===== src/logic/sac_pkg.sv =====
package sac_pkg;

  // --------------------------------------------------------------
  // Register offsets and reset values
  // --------------------------------------------------------------
  localparam logic [7:0] CFG_OFFSET = 8'hBC;
  localparam logic [7:0] HV_OFFSET = 8'hD6;
  localparam logic [7:0] CTRL_OFFSET = 8'hE8;
  localparam logic [7:0] RES_HIGH_OFFSET = 8'hBF;
  localparam logic [7:0] RES_LOW_OFFSET = 8'hBE;
  localparam logic [7:0] CFG_RESET = 8'hF8;
  localparam logic [7:0] HV_RESET = 8'h00;
  localparam logic [7:0] CTRL_RESET = 8'h00;

  // --------------------------------------------------------------
  // Control and amplifier register field positions
  // --------------------------------------------------------------
  localparam int CTRL_EN_BIT = 7;
  localparam int CTRL_TM_BIT = 6;
  localparam int CTRL_DONE_BIT = 5;
  localparam int CTRL_BUSY_BIT = 4;
  localparam int CTRL_SRC_LSB = 2;
  localparam int CTRL_WIN_BIT = 1;
  localparam int CTRL_LJST_BIT = 0;
  localparam int HV_EN_BIT = 7;

  // --------------------------------------------------------------
  // Timing counts, in SAR clocks, and the maximum rate in ksps
  // --------------------------------------------------------------
  localparam logic [3:0] LP_TRACK_SAR_CLKS = 4'h3;
  localparam int MAX_RATE_KSPS = 100;

  // Start source encodings
  localparam logic [1:0] SRC_SOFT = 2'b00;
  localparam logic [1:0] SRC_TIMER_B = 2'b01;
  localparam logic [1:0] SRC_STROBE = 2'b10;
  localparam logic [1:0] SRC_TIMER_A = 2'b11;

  // Gains in thousandths
  localparam logic [13:0] HV_GAIN_MILLI [16] = '{
    14'h0032, 14'h0064, 14'h007D, 14'h00C8, 14'h00FA, 14'h0190, 14'h01F4, 14'h0320,
    14'h03E8, 14'h0640, 14'h07D0, 14'h0C80, 14'h0FA0, 14'h1838, 14'h1DB0, 14'h36B0};
  localparam logic [13:0] PGA_GAIN_MILLI [8] = '{
    14'h03E8, 14'h07D0, 14'h0FA0, 14'h1F40, 14'h3E80, 14'h3E80, 14'h01F4, 14'h01F4};

  typedef enum logic [1:0] {
    ST_IDLE = 2'b00,
    ST_TRACK = 2'b01,
    ST_CONV = 2'b11
  } sac_state_e;

  // Place a 10-bit result in the 16-bit register pair
  function automatic logic [15:0] sac_justify(logic [9:0] res, logic diff, logic lj);
    if (lj) begin
      return {res, 6'h00};
    end
    return {{6{diff & res[9]}}, res};
  endfunction

endpackage


===== src/logic/sac_sequencer.sv =====
`timescale 1ns/1ps
module sac_sequencer import sac_pkg::*; #(
  parameter int CONV_SAR_CLKS = 11
) (
  input wire logic clk, // Core clock, 20 MHz
  input wire logic rst_b, // Asynchronous reset, active low
  input wire logic [7:0] regAddr, // Register address
  input wire logic regWrEn, // Register write strobe
  input wire logic [7:0] regWrData, // Register write data
  output logic [7:0] regRdData, // Read data, one cycle after address
  input wire logic timerAOvf, // First timer overflow pulse
  input wire logic timerBOvf, // Second timer overflow pulse
  input wire logic extConvStrobe, // External convert strobe level
  input wire logic [9:0] analogResult, // Converted code from front end
  input wire logic diffMode, // Differential reading selected
  input wire logic [15:0] ltLimit, // Less-than window limit
  input wire logic [15:0] gtLimit, // Greater-than window limit
  input wire logic convIrqEnable, // Completion interrupt enabled
  output logic convIrq, // Completion interrupt request pulse
  output logic hvAmpEnable, // Difference amplifier power
  output logic [13:0] hvAmpGainMilli, // Amplifier gain, thousandths
  output logic [13:0] pgaGainMilli, // Converter gain, thousandths
  output logic converterPowered, // Converter out of shutdown
  output logic trackOn, // Input tracking switch closed
  output logic convActive, // SAR conversion running
  output logic sarTick // One-cycle SAR clock enable
);

  // --------------------------------------------------------------
  // State record
  // --------------------------------------------------------------
  typedef struct packed {
    logic hvEn;
    logic [3:0] hvGain;
    logic [4:0] sarDiv;
    logic [2:0] pga;
    logic cnEn;
    logic tm;
    logic done;
    logic [1:0] src;
    logic win;
    logic ljst;
    sac_state_e fsm;
    logic [4:0] divCnt;
    logic [3:0] stepCnt;
    logic strobePrev;
    logic [9:0] result;
    logic resDiff;
    logic [7:0] rdData;
    logic irq;
    logic trackOn;
    logic tick;
    logic conv;
    logic [13:0] hvMilli;
    logic [13:0] pgaMilli;
  } sac_state_s;

  sac_state_s st_r;
  sac_state_s st_nxt;

  logic wrCtrl;
  logic wrHv;
  logic wrCfg;
  logic strobeRise;
  logic startEv;
  logic tickNow;
  logic convEnd;
  logic [15:0] word;
  logic winHit;
  logic busyNow;
  logic [15:0] resWord;

  // Decoded writes and start event
  assign wrCtrl = regWrEn && regAddr == CTRL_OFFSET;
  assign wrHv = regWrEn && regAddr == HV_OFFSET;
  assign wrCfg = regWrEn && regAddr == CFG_OFFSET;
  assign strobeRise = extConvStrobe && !st_r.strobePrev;
  assign busyNow = st_r.fsm != ST_IDLE;

  // Stored result laid out once, so both result bytes come from one word
  assign resWord = sac_justify(st_r.result, st_r.resDiff, st_r.ljst);

  // Start source choice; a disabled or busy converter ignores starts
  always_comb begin
    case (st_r.src)
      SRC_SOFT: startEv = wrCtrl && regWrData[CTRL_BUSY_BIT];
      SRC_TIMER_B: startEv = timerBOvf;
      SRC_STROBE: startEv = strobeRise;
      SRC_TIMER_A: startEv = timerAOvf;
      default: startEv = 1'b0;
    endcase
    startEv = startEv && st_r.cnEn && st_r.fsm == ST_IDLE;
  end

  // SAR clock enable: divider runs only while a conversion is owed
  assign tickNow = st_r.fsm != ST_IDLE && st_r.divCnt == st_r.sarDiv;
  assign convEnd = st_r.cnEn && st_r.fsm == ST_CONV && tickNow && st_r.stepCnt == 4'(CONV_SAR_CLKS - 1);

  // Window compare on the freshly justified word, two's complement
  always_comb begin
    word = sac_justify(analogResult, diffMode, st_r.ljst);
    if ($signed(ltLimit) > $signed(gtLimit)) begin
      winHit = $signed(word) < $signed(ltLimit) && $signed(word) > $signed(gtLimit);
    end else begin
      winHit = $signed(word) < $signed(ltLimit) || $signed(word) > $signed(gtLimit);
    end
  end

  // --------------------------------------------------------------
  // Next-state logic
  // --------------------------------------------------------------
  always_comb begin
    st_nxt = st_r;
    st_nxt.strobePrev = extConvStrobe;
    st_nxt.irq = 1'b0;
    // Register writes
    if (wrHv) begin
      st_nxt.hvEn = regWrData[HV_EN_BIT];
      st_nxt.hvGain = regWrData[3:0];
    end
    if (wrCfg) begin
      st_nxt.sarDiv = regWrData[7:3];
      st_nxt.pga = regWrData[2:0];
    end
    if (wrCtrl) begin
      st_nxt.cnEn = regWrData[CTRL_EN_BIT];
      st_nxt.tm = regWrData[CTRL_TM_BIT];
      st_nxt.done = regWrData[CTRL_DONE_BIT];
      st_nxt.src = regWrData[CTRL_SRC_LSB +: 2];
      st_nxt.win = regWrData[CTRL_WIN_BIT];
      st_nxt.ljst = regWrData[CTRL_LJST_BIT];
    end
    // Divider advances while tracking or converting
    if (st_r.fsm == ST_IDLE || tickNow) begin
      st_nxt.divCnt = 5'h00;
    end else begin
      st_nxt.divCnt = st_r.divCnt + 5'h01;
    end
    // Sequencer
    case (st_r.fsm)
      ST_IDLE: begin
        st_nxt.stepCnt = 4'h0;
        if (startEv) begin
          // Strobe starts skip the fixed track: tracking happened while low
          if (st_r.tm && st_r.src != SRC_STROBE) begin
            st_nxt.fsm = ST_TRACK;
          end else begin
            st_nxt.fsm = ST_CONV;
          end
        end
      end
      ST_TRACK: begin
        if (tickNow) begin
          if (st_r.stepCnt == LP_TRACK_SAR_CLKS - 4'h1) begin
            st_nxt.fsm = ST_CONV;
            st_nxt.stepCnt = 4'h0;
          end else begin
            st_nxt.stepCnt = st_r.stepCnt + 4'h1;
          end
        end
      end
      ST_CONV: begin
        if (convEnd) begin
          st_nxt.fsm = ST_IDLE;
          st_nxt.result = analogResult;
          st_nxt.resDiff = diffMode;
          st_nxt.done = 1'b1;
          st_nxt.irq = convIrqEnable;
          if (winHit) begin
            st_nxt.win = 1'b1;
          end
        end else if (tickNow) begin
          st_nxt.stepCnt = st_r.stepCnt + 4'h1;
        end
      end
      default: st_nxt.fsm = ST_IDLE;
    endcase
    // Shutdown aborts a conversion without touching the flags
    if (!st_r.cnEn) begin
      st_nxt.fsm = ST_IDLE;
    end
    // Tracking switch for the front end
    st_nxt.trackOn = st_nxt.cnEn && ((!st_nxt.tm && st_nxt.fsm != ST_CONV) ||
      (st_nxt.tm && (st_nxt.fsm == ST_TRACK ||
      (st_nxt.src == SRC_STROBE && st_nxt.fsm == ST_IDLE && !extConvStrobe))));
    st_nxt.tick = st_nxt.fsm != ST_IDLE && st_nxt.divCnt == st_nxt.sarDiv;
    st_nxt.conv = st_nxt.fsm == ST_CONV;
    st_nxt.hvMilli = HV_GAIN_MILLI[st_nxt.hvGain];
    st_nxt.pgaMilli = PGA_GAIN_MILLI[st_nxt.pga];
    // Read data follows the address by one cycle
    case (regAddr)
      CTRL_OFFSET: st_nxt.rdData = {st_r.cnEn, st_r.tm, st_r.done, busyNow,
        st_r.src, st_r.win, st_r.ljst};
      HV_OFFSET: st_nxt.rdData = {st_r.hvEn, 3'b000, st_r.hvGain};
      CFG_OFFSET: st_nxt.rdData = {st_r.sarDiv, st_r.pga};
      RES_HIGH_OFFSET: st_nxt.rdData = resWord[15:8];
      RES_LOW_OFFSET: st_nxt.rdData = resWord[7:0];
      default: st_nxt.rdData = 8'h00;
    endcase
  end

  // --------------------------------------------------------------
  // State register
  // --------------------------------------------------------------
  always_ff @(posedge clk or negedge rst_b) begin
    if (!rst_b) begin
      st_r <= '{hvEn: HV_RESET[7], hvGain: HV_RESET[3:0], sarDiv: CFG_RESET[7:3], pga: CFG_RESET[2:0],
        cnEn: CTRL_RESET[7], tm: CTRL_RESET[6], done: CTRL_RESET[5], src: CTRL_RESET[3:2],
        win: CTRL_RESET[1], ljst: CTRL_RESET[0], fsm: ST_IDLE, divCnt: 5'h00, stepCnt: 4'h0,
        strobePrev: 1'b0, result: 10'h000, resDiff: 1'b0, rdData: 8'h00, irq: 1'b0,
        trackOn: 1'b0, tick: 1'b0, conv: 1'b0, hvMilli: HV_GAIN_MILLI[0], pgaMilli: PGA_GAIN_MILLI[0]};
    end else begin
      st_r <= st_nxt;
    end
  end

  // Outputs straight from the state record
  assign regRdData = st_r.rdData;
  assign convIrq = st_r.irq;
  assign hvAmpEnable = st_r.hvEn;
  assign hvAmpGainMilli = st_r.hvMilli;
  assign pgaGainMilli = st_r.pgaMilli;
  assign converterPowered = st_r.cnEn;
  assign trackOn = st_r.trackOn;
  assign convActive = st_r.conv;
  assign sarTick = st_r.tick;
endmodule


===== config.mk =====
export PLATFORM = sky130hd
export DESIGN_NAME = sac_sequencer
export DESIGN_NICKNAME = d
export VERILOG_FILES = /design/src/logic/sac_pkg.sv /design/src/logic/sac_sequencer.sv
export SDC_FILE = /design/constraint.sdc
export NUM_CORES = 1
export LEC_CHECK = 0
export BUFFER_PORTS_ARGS = -buffer_cell sky130_fd_sc_hd__buf_2
export CAP_MARGIN = 20
export CORE_ASPECT_RATIO = 0.9
export CORE_MARGIN = 2
export CORE_UTILIZATION = 55
export CTS_BUF_LIST = sky130_fd_sc_hd__clkbuf_4 sky130_fd_sc_hd__clkbuf_8 sky130_fd_sc_hd__clkbuf_16
export DETAILED_ROUTE_END_ITERATION = 8
export PLACE_DENSITY_LB_ADDON = 0.3
export SLEW_MARGIN = 10
export SYNTH_ARGS = -nofsm -noshare
export SYNTH_HDL_FRONTEND = slang
export SYNTH_SLANG_ARGS = --single-unit

===== constraint.sdc =====
create_clock -name clk -period 9.7 [get_ports clk]
set_clock_uncertainty 0.15 [all_clocks]
set_input_delay 0.485 -clock clk [delete_from_list [all_inputs] [get_ports clk]]
set_output_delay 0.485 -clock clk [all_outputs]
set_load 0.01 [all_outputs]

# Word level (Yosys, flattened, before mapping)
# Memory sizes are Yosys's and may differ from the RTL's. A register that Yosys moved wholly into a read port is not among the register bits.
# Index checks and enable logic that the tools add are counted.
# op_classes
n_eq_ne	22
addsub	2
magnitude_cmp	3
n_mux	31
n_reduce_logical	36
bitwise_logic	4
# ops
cell	n
two-way mux 16 bit	4
equality test 8 bit (second input constant)	5
one-hot mux 8 bit (5 select lines)	1
greater-than comparator 16 bit	2
two-way mux 4 bit	5
logical AND 1 bit	19
< comparator 16 bit	1
two-way mux 2 bit	6
one-hot mux 4 bit (3 select lines)	1
equality test 2 bit (second input constant)	5
equality test 5 bit	2
inequality test 2 bit (second input constant)	5
two-way mux 1 bit	9
two-way mux 8 bit	1
two-way mux 7 bit	1
equality test 2 x 1 -> 1 bit (second input constant)	3
zero test 2 bit	3
one-hot mux 2 bit (3 select lines)	1
adder 5 x 1 -> 5 bit (second input constant)	1
zero test 1 bit	5
two-way mux 5 bit	1
NOT 4 -> 5 bit	1
adder 4 x 1 -> 4 bit (second input constant)	1
equality test 4 x 2 -> 1 bit (second input constant)	1
9 further kinds	14
# totals
memories	2
regBits	55
romBits	336
out_inout_bits	42
in_bits	66
# mem_list
name	depth	width	rd	rd_clocked_by_memory_dff	wr	line_no	source
(no name shown)	16	14	1	1	0	sac_sequencer.sv:188	st_nxt.hvMilli = HV_GAIN_MILLI[st_nxt.hvGain];
(no name shown)	8	14	1	1	0	sac_sequencer.sv:189	st_nxt.pgaMilli = PGA_GAIN_MILLI[st_nxt.pga];

# Logic depth before layout (Yosys ltp)
# Gate-level depths: netlist of the first run.
# depth
ltp_word	16
depth_mapped	11
ltp_nobuf	9

# Worst setup path before layout of the first run
# OpenSTA, ideal clock, no wires.
# synth_timing
kind	reg2reg
from	register st_r[63] (netlist bit)
to	register st_r[64] (netlist bit)
required_ps	9481
path_stages_with_launch	12
slack_ps	6478
path_buffers	2
synth_period_minus_slack_ps	3222
arrival_time_ps	3002
path_cell_list	dfrtp_1 buf_1 clkbuf_1 nand3b_1 nand2_1 ha_1 a21oi_1 o22ai_1 or4b_2 nor4b_1 o311ai_0 nand3_1
# synth_rtl
element	line_no	source
from (decl)	sac_sequencer.sv:58	sac_state_s st_r;
from (signal assigned)	sac_sequencer.sv:207	st_r <= '{hvEn: HV_RESET[7], hvGain: HV_RESET[3:0], sarDiv: CFG_RESET[7:3], pga: CFG_RESET[2:0],
from (signal assigned)	sac_sequencer.sv:213	st_r <= st_nxt;

==> flow_metrics.env, run 1 <==
export IMPL_grt_pass1_vias=4280
export IMPL_place_ws_ps=6200
export IMPL_slowest_stage="dfrtp_1"
export IMPL_cts_sinks=81
export IMPL_drt_iter0_markers=370
export IMPL_vias=4392
export IMPL_antenna_found_initial=0
export IMPL_vias_per_cell=5.65
export IMPL_cts_root_buf="clkbuf_8"
export IMPL_h_tree_depth=3
export IMPL_cts_tree="done"
export IMPL_dr_pass1_iters=5
export IMPL_holdPathStages=1
export IMPL_yosysWarnings=0
export IMPL_setup_violations=0
export IMPL_synth_distinct_cells=70
export IMPL_rsz0062_at_grt="false"
export IMPL_fillCellCount=819
export IMPL_critPathLaunch="st_r[63]"
export IMPL_grt_max_degree=82
export IMPL_dpl_hpwl_microns=9880
export IMPL_finalNonFillerCells=777
export IMPL_grt_pass1_wl_microns=20900
export IMPL_synth_ff_type="dfrtp_1"
export IMPL_path_clk_slew_ps=90
export IMPL_path_class="register to register"
export IMPL_initial_core_util_pct=56.3
export IMPL_crit_family="simple AND/OR/NAND/NOR gates"
export IMPL_worstMarginPinSlew_ps=989
export IMPL_route_antenna_remaining_nets=0
export IMPL_seq_area_frac_synth_pct=37.6
export IMPL_core_sq_um=9660
export IMPL_tns_ps=0
export IMPL_nets=770
export IMPL_rr_worst_depth=9
export IMPL_slew_limit_headroom_pct=34.0
export IMPL_fin_ws_ps=6160
export IMPL_reg2reg_slack_ps=6160
export IMPL_clk_path_buf_depth=2
export IMPL_drv_cap=0
export IMPL_min_delay_start="extConvStrobe"
export IMPL_grt_usage_pct=24.6
export IMPL_p_per_area_nw_per_um2=120
export IMPL_crit_required_ps=9820
export IMPL_cts_buffers_inserted=9
export IMPL_dieHeight_microns=98.3
export IMPL_diodes=0
export IMPL_die_w_microns=109
export IMPL_maxSlewViolCount=0
export IMPL_overflow=0
export IMPL_period_minus_slack_ps=3540
export IMPL_drc=0
export IMPL_worstPathArrival_ps=3670
export IMPL_hold_viol=0
export IMPL_leakage_nw=3.18
export IMPL_ir_drop_mv=0.0841
export IMPL_drive_gt1_share_pct=26.0
export IMPL_io_pins=108
export IMPL_outcome="finished, final reports clean"
export IMPL_crit_buf_inv=0
export IMPL_synth_cell_area_sq_um=5430
export IMPL_synth_seq_cells=81
export IMPL_min_path_type="input port to register"
export IMPL_r2r_end="st_r[64]"
export IMPL_hold_ws_ps=121
export IMPL_insertion_delay_ps=350
export IMPL_rows=34
export IMPL_cp_depth=9
export IMPL_wl_per_cell_microns=16.4
export IMPL_dieArea_sq_um=10700
export IMPL_end_kind="register"
export IMPL_syn_avg_cell_area_sq_um=9.45
export IMPL_cpPeakStageDelay_ps=1000
export IMPL_synth_edf_count=0
export IMPL_fmax_ghz=0.282
export IMPL_crit_path_cell_trace="nand3b_1 -> nand2_1 -> ha_1 -> a21oi_1 -> o22ai_1 -> or4b_2 -> nor4b_1 -> o311ai_0 -> nand3_1"
export IMPL_path_max_fanout=32
export IMPL_io_buffers=105
export IMPL_dp_cells=759
export IMPL_period_share_pct=36.5
export IMPL_final_util_pct=62.3
export IMPL_syn_to_final_growth_pct=10.7
export IMPL_hold_path_end="st_r[51]"
export IMPL_syn_inst=575
export IMPL_async_reset_ff_share_pct=100
export IMPL_worst_setup_path_start_kind="register"
export IMPL_regToRegStartpoint="st_r[63]"
export IMPL_gp_congestion=0.951
export IMPL_wl_microns=12700
metal layers:
metal,up-vias,global-route usage [%],wire length [microns]
li1,2142,-,-
met1,2086,34.0,5850
met2,144,40.2,6100
met3,20,3.94,560
met4,0,6.80,216
met5,-,0,0
layout make-up:
cell class | count | area [sq um] | area share [%]
clock buffer | 10 | 138 | 2.29
clock inverter | 6 | 50.0 | 0.832
inverter | 54 | 203 | 3.37
multi-input combinational | 393 | 2860 | 47.6
sequential | 81 | 2040 | 34.0
tap | 126 | 158 | 2.62
timing repair buffer | 107 | 558 | 9.28
timing repair:
item                                   4_1_cts  5_1_grt
endpoints found under the hold margin        0       10
setup endpoints to repair                    0        0
setup buffers                                0        0
gates resized for setup                      0        0
hold buffers                                 0        1
through the flow:
| step | total power (W) | cell area, sq um |
|---|---|---|
| after global routing | 0.000756 | 6010 |
| after CTS | 0.000722 | 5980 |
| final | 0.000719 | 6010 |
| after global placement | 0.000487 | 5790 |
| after floorplan | 0.000448 | 5440 |
| after detailed placement | 0.000491 | 5790 |
where the power goes:
group / switching [W] / internal, W
combinational: 0.0000742 / 0.0000532
sequential: 0.00000826 / 0.000352
clock: 0.000129 / 0.000103
cells by family (layout without fill, tap and decap cells):
kind of cell | after synthesis | after routing | synth area share (%)
simple gates | 180 | 180 | 16.9
compound gates | 116 | 116 | 14.8
buf+inv | 102 | 177 | 9.88
flops | 81 | 81 | 37.6
fa+ha+maj | 58 | 58 | 13.4
mux | 26 | 26 | 5.62
xor+xnor | 11 | 11 | 1.77
other cells | 1 | 2 | 0.0690
worst max path at each step:
| stage | end | slack [ps] |
|---|---|---|
| 2_1_floorplan | st_r[64] | 6480 |
| 3_3_place_gp | st_r[64] | 6340 |
| 3_5_place_dp | st_r[64] | 6200 |
| 4_1_cts | st_r[64] | 6160 |
| 5_1_grt | st_r[64] | 5850 |
| 6_report | st_r[64] | 6160 |
synthesized netlist by cell type (all sizes together), types with 6 or more instances:
master,n,area [sq um]
o21ai,17,85.1
a21oi,29,145
nor2,24,90.1
nor2b,12,75.1
buf,42,312
dfrtp,67,1680
mux2,16,180
nor3,8,45.0
clkbuf,6,22.5
dfstp,14,368
nand3,15,80.1
inv,54,203
nand2,74,280
xor2,7,61.3
a21o,6,45.0
nand4,9,56.3
mux2i,10,125
o211ai,9,67.6
and2,6,37.5
a211oi,9,67.6
ha,58,726
state kept, by name, summed over array words and instances, names as in the netlist:
signal,cells
converterPowered,1
convIrq,1
convActive,1
hvAmpEnable,1
regRdData,8
pgaGainMilli,12
hvAmpGainMilli,14
st_r,41
sarTick,1
trackOn,1
placed cells by master (no fill, tap or decap), types with 3 or more instances in the layout:
| master | instances |
|---|---|
| mux2_2 | 16 |
| xnor2_1 | 4 |
| nor2b_1 | 12 |
| and4_1 | 3 |
| xor2_1 | 7 |
| a222oi_1 | 5 |
| a22oi_1 | 5 |
| o21a_1 | 5 |
| ha_1 | 58 |
| nand2_1 | 73 |
| nor3_1 | 7 |
| nand3_1 | 14 |
| o22ai_1 | 5 |
| nand4_1 | 9 |
| buf_2 | 104 |
| and2_1 | 6 |
| o21ai_0 | 15 |
| a21o_1 | 6 |
| a21oi_1 | 29 |
| mux2i_1 | 8 |
| a211oi_1 | 9 |
| clkbuf_8 | 10 |
| dfstp_2 | 14 |
| o31ai_1 | 4 |
| nor2_1 | 24 |
| o211ai_1 | 9 |
| inv_1 | 52 |
| a221o_1 | 3 |
| nand2b_1 | 5 |
| dfrtp_1 | 67 |
| and3_1 | 4 |
| or2_2 | 3 |
(Power assumes the default switching activity.)
==> inputs of run 2 (changes only) <==
--- a/config.mk
+++ b/config.mk
@@ -5,6 +5,7 @@
 export SDC_FILE = /design/constraint.sdc
 export NUM_CORES = 1
 export LEC_CHECK = 0
+export ABC_AREA = 1
 export BUFFER_PORTS_ARGS = -buffer_cell sky130_fd_sc_hd__buf_2
 export CAP_MARGIN = 20
 export CORE_ASPECT_RATIO = 0.9
==> constraint.sdc (replaced) <==
create_clock -name clk -period 3.59 [get_ports clk]
set_clock_uncertainty 0.15 [all_clocks]
set_input_delay 0.1795 -clock clk [delete_from_list [all_inputs] [get_ports clk]]
set_output_delay 0.1795 -clock clk [all_outputs]
set_load 0.01 [all_outputs]
==> flow_metrics.env, run 2 <==
export IMPL_synth_edf_count=0
export IMPL_route_antenna_remaining_nets=0
export IMPL_fmax_ghz=0.372
export IMPL_ir_drop_mv=0.227
export IMPL_synth_ff_type="dfrtp_1"
export IMPL_path_max_fanout=16
export IMPL_syn_avg_cell_area_sq_um=7.80
export IMPL_grt_pass1_wl_microns=21500
export IMPL_grt_usage_pct=25.2
export IMPL_maxSlewViolCount=0
export IMPL_overflow=0
export IMPL_initial_core_util_pct=56.6
export IMPL_diodes=0
export IMPL_largest_reg_flops=41
export IMPL_min_path_type="input port to register"
export IMPL_rsz0062_at_grt="false"
export IMPL_clk_path_buf_depth=2
export IMPL_period_minus_slack_ps=2690
export IMPL_drv_cap=0
export IMPL_synth_distinct_cells=49
export IMPL_die_w_microns=109
export IMPL_largest_register="st_r"
export IMPL_yosysTopAreaCellShare_pct=30.5
export IMPL_final_cell_area_sq_um=6260
export IMPL_p_per_area_nw_per_um2=395
export IMPL_grt_pass1_vias=4733
export IMPL_slew_limit_headroom_pct=34.4
export IMPL_wl_per_cell_microns=13.8
export IMPL_dr_pass1_iters=5
export IMPL_synth_area_top_cells="dfrtp_1, ha_1, nand2_1, inv_1, dfstp_2"
export IMPL_core_sq_um=9700
export IMPL_rows=34
export IMPL_power_w=0.00247
export IMPL_ys_top_cells_by_count="nand2_1, inv_1, dfrtp_1"
export IMPL_hold_viol=0
export IMPL_vias_per_cell=5.12
export IMPL_io_pins=108
export IMPL_synthMuxAreaShare_pct=0.387
export IMPL_yosys_area_top_type="dfrtp_1"
export IMPL_worstMarginPinSlew_ps=984
export IMPL_mostFrequentLayoutCells="nand2_1, inv_1, buf_2"
export IMPL_synth_seq_cells=81
export IMPL_outcome="finished, final reports clean"
export IMPL_drt_iter0_markers=311
export IMPL_place_area_sq_um=5850
export IMPL_cts_root_buf="clkbuf_8"
export IMPL_grt_max_degree=82
export IMPL_period_share_pct=74.9
export IMPL_h_tree_depth=3
export IMPL_synth_compound_area_share_pct=12.6
export IMPL_drive_gt1_share_pct=20.0
export IMPL_gp_congestion=0.880
export IMPL_seq_area_frac_synth_pct=37.2
export IMPL_dieHeight_microns=98.8
export IMPL_async_reset_ff_share_pct=100
export IMPL_final_util_pct=64.5
export IMPL_leakage_nw=3.58
export IMPL_tns_ps=0
export IMPL_crit_required_ps=3730
export IMPL_nets=921
export IMPL_synthXorXnorAreaFrac_pct=1.28
export IMPL_drc=0
export IMPL_synth_adder_area_share_pct=13.2
export IMPL_path_class="register to register"
export IMPL_cts_tree="done"
export IMPL_io_buffers=105
export IMPL_wl_microns=12800
export IMPL_setup_violations=0
export IMPL_cts_buffers_inserted=9
export IMPL_insertion_delay_ps=350
export IMPL_antenna_found_initial=0
export IMPL_cts_resized=0
export IMPL_place_ws_ps=986
export IMPL_worst_setup_path_start_kind="register"
export IMPL_fillCellCount=842
export IMPL_end_kind="register"
export IMPL_fin_ws_ps=902
export IMPL_worstPathArrival_ps=2830
export IMPL_syn_inst=704
export IMPL_synthSimpleGateAreaFrac_pct=20.4
export IMPL_path_clk_slew_ps=80
export IMPL_final_common_cell="nand2_1"
export IMPL_dpl_hpwl_microns=10200
export IMPL_syn_to_final_growth_pct=14.0
export IMPL_dieArea_sq_um=10800
export IMPL_yosysMostFrequentCell="nand2_1"
export IMPL_yosysWarnings=0
export IMPL_cts_sinks=81
export IMPL_vias=4751
export IMPL_synth_cell_area_sq_um=5490
export IMPL_synth_top_family_by_area="simple AND/OR/NAND/NOR gates"
run 2: cell count changes after synthesis, sizes merged, moves of 12 or more:
cell   before  now
nor2       24   59
inv        54  124
mux2       16    1
nand2      74  159
o21ai      17   66
nor2b      12    0
run 2: cell type report:
class | count | area (sq um) | area share [%]
Tap cell | 126 | 158 | 2.52
Clock buffer | 9 | 124 | 1.98
Clock inverter | 7 | 77.6 | 1.24
Inverter | 124 | 465 | 7.44
Multi-Input combinational cell | 453 | 2640 | 42.2
Timing Repair Buffer | 128 | 751 | 12.0
Sequential cell | 81 | 2040 | 32.7
run 2: final timing paths:
check                                      from           endpoint  slack [ps]  cells after the start
worst max-delay path                   st_r[63]           st_r[64]         900                     14
worst min-delay path            analogResult[9]           st_r[50]          10                      3
worst max register to register         st_r[63]           st_r[64]         900                     14
worst min register to register         st_r[67]           st_r[67]         360                      2
max in group asynchronous                 rst_b  hvAmpGainMilli[2]        2280                      2
min in group asynchronous                 rst_b           st_r[41]         370                      2
run 2: kinds of logic (layout without fill, tap and decap cells):
| kind of cell | count (synthesis) | in the layout |
|---|---|---|
| compound gates | 120 | 120 |
| xor+xnor | 8 | 8 |
| fa+ha+maj | 58 | 58 |
| buf+inv | 171 | 268 |
| flops | 81 | 81 |
| mux | 2 | 2 |
| other cells | 1 | 2 |
| simple gates | 263 | 263 |
run 2: worst max-delay path, cell delays in order (launching register included):
cell	delay [ps]
dfrtp_1	380
inv_1	310
o21ai_0	270
o21ai_0	150
inv_1	80
ha_1	310
a21oi_1	170
nand2_1	80
a21oi_1	170
nand2_1	100
a21boi_0	180
nand3_1	100
nand2_1	70
nand2_1	50
nand2_1	60
run 2: per-stage QoR:
stage | hold WS, ps | cells
finish | 10.7 | 928
global placement | 161 | 891
CTS | 6.00 | 927
floorplan | -266 | 705
detailed placement | 156 | 891
global route | 25.7 | 928
run 2: timing repair:
action / CTS / global route
hold endpoints to repair: 87 / 0
setup buffers: 0 / 0
hold buffers: 20 / 0
run 2: routing by layer:
layer / vias to the layer above / global-route usage [%] / routed length, microns
li1: 2391 / - / -
met1: 2189 / 33.9 / 5880
met2: 152 / 43.0 / 6100
met3: 19 / 3.84 / 682
met4: 0 / 5.84 / 176
met5: - / 0 / 0
run 2: power by group:
group	total, W	internal [W]	switching (W)
combinational	0.000713	0.000273	0.000441
sequential	0.00108	0.00102	0.0000613
clock	0.000677	0.000329	0.000349
total	0.00247	0.00162	0.000851
==> inputs of run 3 (changes only) <==
==> constraint.sdc (replaced) <==
create_clock -name clk -period 2.59 [get_ports clk]
set_clock_uncertainty 0.15 [all_clocks]
set_input_delay 0.1295 -clock clk [delete_from_list [all_inputs] [get_ports clk]]
set_output_delay 0.1295 -clock clk [all_outputs]
set_load 0.01 [all_outputs]
==> flow_metrics.env, run 3 (synthesis results as in run 2) <==
export IMPL_outcome="finished, final reports clean"
export IMPL_dieHeight_microns=98.8
export IMPL_overflow=0
export IMPL_met2_usage_pct=40.3
export IMPL_io_pins=108
export IMPL_ir_drop_mv=0.294
export IMPL_crit_path_end="st_r[64]"
export IMPL_path_class="input port to register"
export IMPL_grt_pass1_vias=4523
export IMPL_path_clk_slew_ps=80
export IMPL_worstMarginPinSlew_ps=609
export IMPL_cpPeakStageDelay_ps=520
export IMPL_maxSlewViolCount=0
export IMPL_initial_core_util_pct=56.6
export IMPL_drive_gt1_share_pct=20.3
export IMPL_drv_cap=0
export IMPL_largest_register="st_r"
export IMPL_regToRegStartpoint="st_r[63]"
export IMPL_finalNonFillerCells=933
export IMPL_wl_microns=12600
export IMPL_insertion_delay_ps=350
export IMPL_p_per_area_nw_per_um2=525
export IMPL_fmax_ghz=0.430
export IMPL_slowest_stage="dlygate4sd3_1"
export IMPL_crit_buf_inv=5
export IMPL_path_max_fanout=5
export IMPL_io_buffers=105
export IMPL_cts_buffers_inserted=9
export IMPL_dpl_hpwl_microns=9950
export IMPL_route_antenna_remaining_nets=0
export IMPL_grt_usage_pct=24.3
export IMPL_largest_reg_flops=41
export IMPL_crit_path_cell_trace="dlygate4sd3_1 -> buf_2 -> inv_1 -> o21ai_2 -> o21ai_0 -> inv_1 -> ha_1 -> a21oi_1 -> o21ai_0 -> nand2_1 -> nor3b_1 -> nand2_1 -> nand2_1 -> nand2_1 -> inv_1 -> nand2_1 -> nand2_1 -> nand2_1"
export IMPL_slew_limit_headroom_pct=59.1
export IMPL_wl_per_cell_microns=13.5
export IMPL_vias=4715
export IMPL_rsz0062_at_grt="false"
export IMPL_cp_depth=18
export IMPL_crit_required_ps=2670
export IMPL_top_usage_layer="met2"
export IMPL_grt_pass1_wl_microns=20700
export IMPL_tns_ps=0
export IMPL_multi_input_area_sq_um=2640
export IMPL_rr_worst_depth=14
export IMPL_fillCellCount=807
export IMPL_syn_to_final_growth_pct=14.6
export IMPL_hold_ws_ps=8.91
export IMPL_final_common_cell="nand2_1"
export IMPL_critPathLaunch="analogResult[9]"
export IMPL_rows=34
export IMPL_cts_tree="done"
export IMPL_seqCellArea_sq_um=2040
export IMPL_met3_usage_pct=4.63
export IMPL_antenna_found_initial=0
export IMPL_h_tree_depth=3
export IMPL_end_kind="register"
export IMPL_drc=0
export IMPL_gp_congestion=0.916
export IMPL_mostFrequentLayoutCells="nand2_1, inv_1, buf_2"
export IMPL_setup_violations=0
export IMPL_worst_setup_path_start_kind="input port"
export IMPL_core_sq_um=9700
export IMPL_r2r_end="st_r[64]"
export IMPL_period_minus_slack_ps=2320
export IMPL_grt_use_met1_pct=33.0
export IMPL_dp_cells=893
export IMPL_worstPathArrival_ps=2410
export IMPL_period_share_pct=89.8
export IMPL_reg2reg_slack_ps=290
export IMPL_min_path_type="input port to asynchronous set/reset pin"
export IMPL_cts_sinks=81
export IMPL_dieArea_sq_um=10800
export IMPL_drt_iter0_markers=229
export IMPL_crit_top_cell="nand2_1"
export IMPL_cts_root_buf="clkbuf_8"
export IMPL_vias_per_cell=5.05
export IMPL_die_w_microns=109
export IMPL_hold_viol=0
export IMPL_dr_pass1_iters=5
export IMPL_grt_max_degree=82
export IMPL_clk_path_buf_depth=2
export IMPL_nets=926
export IMPL_leakage_nw=3.60
export IMPL_diodes=0
export IMPL_crit_family="buffers and inverters"
## run 3: what timing repair did
item,CTS,global route
hold buffers,23,0
resized for setup,0,5
endpoints found under the setup margin,0,2
setup buffers,0,0
hold endpoints to repair,92,0
## run 3: cell type report
class	instances	share of cell area, %
multi-input combinational	453	42.0
sequential	81	32.5
timing repair buffer	133	13.0
inverter	124	7.40
tap	126	2.51
clock buffer	10	2.09
clock inverter	6	0.577
## run 3: worst min path at each step
| stage | endpoint | startpoint | slack (ps) |
|---|---|---|---|
| 2_1_floorplan | convActive | rst_b | -320 |
| 3_3_place_gp | st_r[51] | extConvStrobe | 110 |
| 3_5_place_dp | st_r[51] | extConvStrobe | 110 |
| 4_1_cts | regRdData[5] | regAddr[6] | 90 |
| 5_1_grt | regRdData[6] | rst_b | 30 |
| 6_report | regRdData[6] | rst_b | 9 |
## run 3: report_power, final
part | switching, W | total (W) | internal [W]
Sequential | 0.0000892 | 0.00151 | 0.00142
Clock | 0.000445 | 0.000799 | 0.000353
Combinational | 0.000611 | 0.000997 | 0.000386
Total | 0.00115 | 0.00330 | 0.00216
## run 3: layer usage
layer  vias up  wire [microns]
met5         -               0
met2       138            5870
li1       2409               -
met1      2150            5780
met3        18             729
met4         0             171
## run 3: metrics by stage
stage	instance area [sq um]	total power, W	util, %	setup slack [ps]
4_1_cts	6260	0.00329	64.6	133
3_5_place_dp	5860	0.00248	60.4	185
6_report	6290	0.00330	64.9	265
5_1_grt	6290	0.00354	64.9	56.0
3_3_place_gp	5860	0.00244	60.4	260
2_1_floorplan	5490	0.00223	-	180
